===== src/logic/ftm_pkg.sv =====
// Purpose: Shared constants and types for the fan tach period monitor
// Assumes: 100 MHz ref_clk, 32-bit plain register port
// Notes:   Offsets are byte addresses of word registers
package ftm_pkg;
    localparam int unsigned CLK_HZ       = 100_000_000;
    localparam int unsigned TBASE_HZ     = 22_500;
    localparam int unsigned TBASE_DIV    = CLK_HZ / TBASE_HZ;
    localparam int unsigned CNT_W        = 8;
    localparam logic [7:0]  CNT_FULL     = 8'hff;

    // Register offsets
    localparam logic [7:0] OFS_CONFIG    = 8'h00;
    localparam logic [7:0] OFS_CHMODE    = 8'h04;
    localparam logic [7:0] OFS_VIDDIV    = 8'h08;
    localparam logic [7:0] OFS_SPEED1    = 8'h0c;
    localparam logic [7:0] OFS_SPEED2    = 8'h10;
    localparam logic [7:0] OFS_LIMIT1    = 8'h14;
    localparam logic [7:0] OFS_LIMIT2    = 8'h18;
    localparam logic [7:0] OFS_STATUS    = 8'h1c;
    localparam logic [7:0] OFS_MASK      = 8'h20;

    // Configuration bit positions
    localparam int unsigned CFG_START    = 0;
    localparam int unsigned CFG_INT_EN   = 1;
    localparam int unsigned CFG_INT_CLR  = 3;

    // Fan divisor fields in the combined register
    localparam int unsigned DIV1_LSB     = 4;
    localparam int unsigned DIV2_LSB     = 6;

    // Reset values
    localparam logic [7:0] CONFIG_RST    = 8'h00;
    localparam logic [7:0] CHMODE_RST    = 8'h00;
    localparam logic [7:0] VIDDIV_RST    = 8'h50;
    localparam logic [7:0] LIMIT_RST     = 8'hff;
    localparam logic [1:0] MASK_RST      = 2'h0;

    typedef struct packed {
        logic [7:0] addr;
        logic [31:0] wdata;
        logic        wr;
        logic        rd;
    } ftm_bus_req_t;
endpackage


===== src/logic/ftm_fan_monitor.sv =====
// Purpose: Two-fan tach period monitor with limits and interrupt
// Assumes: Tach inputs asynchronous; plain register port, read data next cycle
// Notes:   Fans measured in turn; analog use of pins leaves a fan skipped
`timescale 1ns/10ps
module ftm_fan_monitor
    import ftm_pkg::*;
#(
    parameter int unsigned DIV = TBASE_DIV
) (
    // Clock and reset
    input  wire logic        ref_clk,
    input  wire logic        nrst,
    // Tach inputs
    input  wire logic        tach_input_first,
    input  wire logic        tach_input_second,
    // Register port
    input  wire ftm_bus_req_t bus,
    output logic [31:0]      rdata,
    // Sequence start and interrupt outputs
    output logic             analog_start,
    output logic             irq,
    output logic             irq_oe
);
    // Tick compare is 16 bits wide and needs at least two cycles per tick
    if (DIV < 2 || DIV > 65536) begin : g_bad_div
        $error("DIV out of range for the time base divider");
    end

    typedef enum logic [1:0] {SQ_IDLE, SQ_TACH_INPUT_FIRST, SQ_TACH_INPUT_SECOND} ftm_seq_t;

    logic [7:0]  config_r, next_config;
    logic [7:0]  chmode, next_chmode;
    logic [7:0]  viddiv, next_viddiv;
    logic [7:0]  speed1, next_speed1;
    logic [7:0]  speed2, next_speed2;
    logic [7:0]  limit1, next_limit1;
    logic [7:0]  limit2, next_limit2;
    logic [1:0]  status, next_status;
    logic [1:0]  mask, next_mask;
    logic [31:0] next_rdata;
    logic [1:0]  sync_a, sync_b, tach_q;
    logic [1:0]  tach_rise;
    logic [15:0] tb_cnt;
    logic        tick;
    ftm_seq_t    seq, next_seq;
    logic        run, run_q;
    logic        pc_start;
    logic        pc_done;
    logic [7:0]  pc_count;
    logic        sel_rise;
    logic [1:0]  sel_div;
    logic [1:0]  fan_en;

    // Two-flop sync per tach, edge taken from second stage only
    always_ff @(posedge ref_clk or negedge nrst) begin
        if (!nrst) begin
            // Pull-up level, so leaving reset shows no false rising edge
            sync_a <= '1;
            sync_b <= '1;
            tach_q <= '1;
        end else begin
            sync_a <= {tach_input_second, tach_input_first};
            sync_b <= sync_a;
            tach_q <= sync_b;
        end
    end

    assign tach_rise = sync_b & ~tach_q;

    // Time base divider; integer divide leaves the tick slightly fast
    always_ff @(posedge ref_clk or negedge nrst) begin
        if (!nrst) begin
            tb_cnt <= '0;
        end else if (tb_cnt == 16'(DIV - 1)) begin
            tb_cnt <= '0;
        end else begin
            tb_cnt <= tb_cnt + 16'h0001;
        end
    end

    assign tick   = (tb_cnt == 16'(DIV - 1));
    assign fan_en = ~chmode[1:0];
    assign run    = config_r[CFG_START] && !config_r[CFG_INT_CLR];
    assign analog_start = run && !run_q;

    // Sequencer: one fan at a time
    always_comb begin
        next_seq = seq;
        pc_start = 1'b0;
        case (seq)
            SQ_IDLE: begin
                if (run) begin
                    next_seq = fan_en[0] ? SQ_TACH_INPUT_FIRST : SQ_TACH_INPUT_SECOND;
                    pc_start = fan_en[0] || fan_en[1];
                    if (!fan_en[0] && !fan_en[1]) begin
                        next_seq = SQ_IDLE;
                    end
                end
            end
            SQ_TACH_INPUT_FIRST: begin
                if (!run) begin
                    next_seq = SQ_IDLE;
                end else if (pc_done) begin
                    next_seq = fan_en[1] ? SQ_TACH_INPUT_SECOND : SQ_TACH_INPUT_FIRST;
                    pc_start = 1'b1;
                end
            end
            SQ_TACH_INPUT_SECOND: begin
                if (!run) begin
                    next_seq = SQ_IDLE;
                end else if (pc_done) begin
                    next_seq = fan_en[0] ? SQ_TACH_INPUT_FIRST : SQ_TACH_INPUT_SECOND;
                    pc_start = 1'b1;
                end
            end
            default: next_seq = SQ_IDLE;
        endcase
    end

    assign sel_rise = (seq == SQ_TACH_INPUT_SECOND) ? tach_rise[1] : tach_rise[0];
    assign sel_div  = (seq == SQ_TACH_INPUT_SECOND) ? viddiv[DIV2_LSB +: 2]
                                       : viddiv[DIV1_LSB +: 2];

    ftm_period_counter u_cnt (
        .ref_clk   (ref_clk),
        .nrst      (nrst),
        .start     (pc_start),
        .tach_rise (sel_rise),
        .tick      (tick),
        .div_sel   (sel_div),
        .done      (pc_done),
        .count     (pc_count)
    );

    // Register file
    always_comb begin
        next_config = config_r;
        next_chmode = chmode;
        next_viddiv = viddiv;
        next_speed1 = speed1;
        next_speed2 = speed2;
        next_limit1 = limit1;
        next_limit2 = limit2;
        next_status = status;
        next_mask   = mask;
        next_rdata  = '0;
        if (bus.wr) begin
            case (bus.addr)
                OFS_CONFIG: next_config = bus.wdata[7:0];
                OFS_CHMODE: next_chmode = bus.wdata[7:0];
                OFS_VIDDIV: next_viddiv = bus.wdata[7:0];
                OFS_LIMIT1: next_limit1 = bus.wdata[7:0];
                OFS_LIMIT2: next_limit2 = bus.wdata[7:0];
                OFS_STATUS: next_status = status & ~bus.wdata[1:0];
                OFS_MASK:   next_mask   = bus.wdata[1:0];
                default:    next_config = config_r;
            endcase
        end
        if (bus.rd) begin
            case (bus.addr)
                OFS_CONFIG: next_rdata = {24'h0, config_r};
                OFS_CHMODE: next_rdata = {24'h0, chmode};
                OFS_VIDDIV: next_rdata = {24'h0, viddiv};
                OFS_SPEED1: next_rdata = {24'h0, speed1};
                OFS_SPEED2: next_rdata = {24'h0, speed2};
                OFS_LIMIT1: next_rdata = {24'h0, limit1};
                OFS_LIMIT2: next_rdata = {24'h0, limit2};
                OFS_STATUS: next_rdata = {30'h0, status};
                OFS_MASK:   next_rdata = {30'h0, mask};
                default:    next_rdata = '0;
            endcase
            if (bus.addr == OFS_STATUS) begin
                next_status = '0;
            end
        end
        // Hardware update after clears, so a fresh result is never lost
        if (pc_done && seq == SQ_TACH_INPUT_FIRST) begin
            next_speed1 = pc_count;
            next_status[0] = (pc_count > limit1);
        end
        if (pc_done && seq == SQ_TACH_INPUT_SECOND) begin
            next_speed2 = pc_count;
            next_status[1] = (pc_count > limit2);
        end
    end

    always_ff @(posedge ref_clk or negedge nrst) begin
        if (!nrst) begin
            config_r <= CONFIG_RST;
            chmode   <= CHMODE_RST;
            viddiv   <= VIDDIV_RST;
            speed1   <= '0;
            speed2   <= '0;
            limit1   <= LIMIT_RST;
            limit2   <= LIMIT_RST;
            status   <= '0;
            mask     <= MASK_RST;
            rdata    <= '0;
            seq      <= SQ_IDLE;
            run_q    <= 1'b0;
            irq      <= 1'b0;
            irq_oe   <= 1'b0;
        end else begin
            config_r <= next_config;
            chmode   <= next_chmode;
            viddiv   <= next_viddiv;
            speed1   <= next_speed1;
            speed2   <= next_speed2;
            limit1   <= next_limit1;
            limit2   <= next_limit2;
            status   <= next_status;
            mask     <= next_mask;
            rdata    <= next_rdata;
            seq      <= next_seq;
            run_q    <= run;
            irq      <= |(status & ~mask) && !config_r[CFG_INT_CLR];
            irq_oe   <= config_r[CFG_INT_EN];
        end
    end
endmodule


===== src/logic/ftm_period_counter.sv =====
// Purpose: One saturating period counter gated over two tach periods
// Assumes: tach_rise is a one-cycle pulse in ref_clk domain
// Notes:   Counts prescaled time-base ticks
`timescale 1ns/10ps
module ftm_period_counter
    import ftm_pkg::*;
(
    // Clock and reset
    input  wire logic             ref_clk,
    input  wire logic             nrst,
    // Control
    input  wire logic             start,
    input  wire logic             tach_rise,
    input  wire logic             tick,
    input  wire logic [1:0]       div_sel,
    // Result
    output logic                  done,
    output logic [CNT_W-1:0]      count
);
    typedef enum logic [1:0] {ST_IDLE, ST_ARM, ST_RUN} ftm_pc_state_t;

    ftm_pc_state_t    state, next_state;
    logic [CNT_W-1:0] next_count;
    logic [2:0]       pre, next_pre;
    logic             edges, next_edges;
    logic             next_done;
    logic [2:0]       pre_top;

    always_comb begin
        pre_top = 3'((4'h1 << div_sel) - 4'h1);
    end

    always_comb begin
        next_state = state;
        next_count = count;
        next_pre   = pre;
        next_edges = edges;
        next_done  = 1'b0;
        case (state)
            ST_IDLE: begin
                if (start) begin
                    next_state = ST_ARM;
                end
            end
            ST_ARM: begin
                if (tach_rise) begin
                    next_state = ST_RUN;
                    next_count = '0;
                    next_pre   = '0;
                    next_edges = 1'b0;
                end
            end
            ST_RUN: begin
                if (tick) begin
                    if (pre >= pre_top) begin
                        next_pre = '0;
                        if (count != CNT_FULL) begin
                            next_count = count + 8'h01;
                        end
                    end else begin
                        next_pre = pre + 3'h1;
                    end
                end
                if (tach_rise) begin
                    next_edges = 1'b1;
                end
                if ((tach_rise && edges) || count == CNT_FULL) begin
                    next_state = ST_IDLE;
                    next_done  = 1'b1;
                end
            end
            default: next_state = ST_IDLE;
        endcase
    end

    always_ff @(posedge ref_clk or negedge nrst) begin
        if (!nrst) begin
            state <= ST_IDLE;
            count <= '0;
            pre   <= '0;
            edges <= 1'b0;
            done  <= 1'b0;
        end else begin
            state <= next_state;
            count <= next_count;
            pre   <= next_pre;
            edges <= next_edges;
            done  <= next_done;
        end
    end
endmodule


===== config.mk =====
export PLATFORM = sky130hd
export DESIGN_NAME = ftm_fan_monitor
export DESIGN_NICKNAME = d
export VERILOG_FILES = /design/src/logic/ftm_pkg.sv /design/src/logic/ftm_fan_monitor.sv /design/src/logic/ftm_period_counter.sv
export SDC_FILE = /design/constraint.sdc
export NUM_CORES = 1
export LEC_CHECK = 0
export BUFFER_PORTS_ARGS = -buffer_cell sky130_fd_sc_hd__buf_2
export CELL_PAD_IN_SITES_DETAIL_PLACEMENT = 0
export CELL_PAD_IN_SITES_GLOBAL_PLACEMENT = 2
export CORE_ASPECT_RATIO = 0.5
export CORE_MARGIN = 8
export CORE_UTILIZATION = 41
export DETAILED_ROUTE_END_ITERATION = 7
export GPL_TIMING_DRIVEN = 0
export PLACE_DENSITY = 0.9
export SLEW_MARGIN = 15
export SYNTH_ARGS = -nofsm -noshare
export SYNTH_HDL_FRONTEND = slang
export SYNTH_HIERARCHICAL = 1
export SYNTH_SLANG_ARGS = --single-unit

===== constraint.sdc =====
create_clock -name ref_clk -period 4.3 [get_ports ref_clk]
set_clock_uncertainty 0.05 [all_clocks]
set_input_delay 0.86 -clock ref_clk [delete_from_list [all_inputs] [get_ports ref_clk]]
set_output_delay 0.86 -clock ref_clk [all_outputs]
set_load 0.005 [all_outputs]

==> impl_metrics.py <==
metrics = {
    "logic_synthesis": {
        "yosysWarnings": 6,
        "synthTopCellsByCount": "dfrtp_1, mux2_2, nand2_1",
        "yosysTopAreaCell": "dfrtp_1",
        "seq_area_frac_synth": 0.474,
        "synth_cell_type_count": 63,
        "netlist_area_sq_um": 5870,
        "syn_avg_cell_area_sq_um": 11.3,
        "synthArstFlopShare": 1.00,
        "synth_area_leaders": "dfrtp_1, dfstp_2, mux2_2, ha_1, buf_4",
        "synth_seq_cells": 110,
        "ys.flop_type": "dfrtp_1",
        "synthCells": 520,
        "synth-edff-count": 0,
        "synth_top_area_frac": 0.366,
        "synth.most_common_cell": "dfrtp_1",
    },
    "clocking": {
        "htree_levels": 3,
        "holdBufCountCts": 0,
        "cts_root_buf": "clkbuf_16",
        "clk_latency_ps": 360,
        "clock-sinks": 110,
        "max-clock-path-buffers": 2,
        "cts_tree": "done",
        "post-cts-setup-buffer-count": 0,
        "numCtsBuffers": 9,
        "clk_pin_slew_ps": 80,
        "post_cts_resized": 0,
    },
    "sta": {
        "rsz0062_at_grt": "no",
        "final.period_utilization": 0.717,
        "fmax_mhz": 324,
        "setup_violations": 0,
        "finalWorstPathRequiredPeriod_ps": 3080,
        "fin_tns_setup_ps": 0,
        "maxSlewViolCount": 0,
        "slew_headroom": 0.484,
        "hold_viol": 0,
        "worst_hold_slack_ps": 308,
        "tightest_slew_ps": 775,
    },
    "worst_setup_path": {
        "critical_path_arrival_ps": 3280,
        "path_cells": "inv_1 -> ha_1 -> clkbuf_1 -> mux2_2 -> or2_2 -> ha_1 -> nor2b_1 -> o21ai_2 -> buf_2 -> nor3_1 -> mux2_2",
        "crit_family": "buffers and inverters",
        "cp_slowest_cell": "dfrtp_1",
        "r2r_setup_slack_ps": 1220,
        "critPathMaxStageDelay_ps": 430,
        "r2r_cells": 11,
        "cp-end-kind": "register",
        "critical_path_required_ps": 4500,
        "critPathKind": "reg -> reg",
        "worstSetupStartpointType": "register",
        "crit_buf_inv": 3,
        "worstReg2RegEnd": "u_cnt/pre[0]$_DFFE_PN0P_",
        "critPathMaxFanout": 10,
        "r2r_start": "seq[0]$_DFFE_PN0P_",
    },
    "global_route": {
        "grt_pass1_vias": 3974,
        "grt_max_degree": 80,
        "grt_pass1_wl_mm": 21.0,
        "overflow": 0,
        "grt_util_all_layers": 0.144,
        "antenna_found_initial": 0,
    },
    "place": {
        "port_buffers": 29,
        "dp_hpwl_mm": 9.35,
        "gp_congestion": 0.778,
    },
    "pwr": {
        "leakagePower_nw": 3.16,
        "peakVddDrop_uv": 208,
        "power.density_nw_per_um2": 335,
    },
    "floorplanning": {
        "num_io_pins": 81,
        "core_area_sq_um": 14200,
        "dieArea_sq_um": 18600,
        "dieHeight_microns": 101,
        "die_w_microns": 185,
        "start_util": 0.413,
        "rows": 31,
    },
    "route": {
        "wl_mm": 12.9,
        "drc": 0,
        "drt-pass1-iter-count": 4,
        "postRouteAntennaNets": 0,
        "drt-initial-drc-count": 246,
        "vias_per_cell": 5.04,
        "wl_per_cell_microns": 16.4,
        "num_vias": 3969,
    },
    "finish": {
        "final_util": 0.470,
        "layout-drive-gt1-share": 0.321,
        "syn_to_final_growth_pct": 13.9,
        "insertedDiodeCount": 0,
        "fillers": 1329,
        "final_nets": 657,
    },
    "worst_hold_path": {
        "hp-class": "reg -> reg",
        "holdCritStartpoint": "sync_a[0]$_DFF_PN1_",
        "hold_depth": 0,
        "min_to": "sync_b[0]$_DFF_PN1_",
    },
    "run_status": {
        "run_status": "finished clean",
    },
    "flow_run": {
        "drv_cap": 0,
    },
}
==> placed cells by master (no fill, tap or decap), drive strengths merged, types with 16 or more instances in the layout <==
cell    count
dfrtp      86
buf        66
inv        27
ha         27
nor2       32
mux2       54
dfstp      24
nand2      39
clkbuf     16
a21oi      24
o21ai      27
conb       24
==> registers in the layout, summed over array words and instances (netlist names), 3 cells and up <==
signal       cells
chmode           8
config_r         8
limit1           8
limit2           8
rdata            8
speed1           8
speed2           8
tb_cnt          16
u_cnt/count      8
u_cnt/pre        3
viddiv           8
==> kinds of logic after synthesis <==
family / after synthesis / synth area share
simple gates: 147 / 0.141
compound gates: 83 / 0.0927
other cells: 1 / 0.000639
mux: 72 / 0.151
buf+inv: 67 / 0.0639
xor+xnor: 13 / 0.0194
fa+ha+maj: 27 / 0.0575
flops: 110 / 0.474
==> per-stage QoR <==
step / worst slack (ps) / power (mW) / cell area, sq um / std cells
final: 1220 / 2.24 / 6690 / 787
after global routing: 1050 / 2.34 / 6690 / 787
after CTS: 1220 / 2.27 / 6690 / 787
after detailed placement: 1230 / 1.42 / 6390 / 771
after global placement: 998 / 1.41 / 6350 / 770
after floorplan: 1620 / 1.32 / 5960 / 543
==> metal layers <==
metal,share of wire,global-route usage,up-vias
met1,0.50,0.197,1927
met3,0.049,0.0338,9
met4,0.0095,0.0348,0
met5,0,0,-
met2,0.44,0.227,95
li1,-,-,1938
==> power by group <==
part	internal [mW]	switching, mW
registers	1.09	0.0345
clock network	0.412	0.427
logic	0.117	0.166
total	1.61	0.628
==> final cells by class <==
type	count	area, sq um	share of cell area
Buffer	43	285	0.0427
Clock buffer	9	225	0.0337
Clock inverter	7	76.3	0.0114
Inverter	24	90.1	0.0135
Multi-Input combinational cell	366	2800	0.419
Sequential cell	110	2780	0.416
Tap cell	198	248	0.0370
Timing Repair Buffer	30	179	0.0268
==> worst max-delay path by stage <==
stage,start,to,cells after the start
after global placement,nrst,viddiv[1]$_DFFE_PN0P_,1
after detailed placement,seq[0]$_DFFE_PN0P_,u_cnt/pre[0]$_DFFE_PN0P_,11
after floorplan,seq[0]$_DFFE_PN0P_,u_cnt/pre[0]$_DFFE_PN0P_,11
after global routing,seq[0]$_DFFE_PN0P_,u_cnt/pre[0]$_DFFE_PN0P_,11
after CTS,seq[0]$_DFFE_PN0P_,u_cnt/pre[0]$_DFFE_PN0P_,11
final,seq[0]$_DFFE_PN0P_,u_cnt/pre[0]$_DFFE_PN0P_,11
Note: power is estimated with default switching activity, not from simulation.
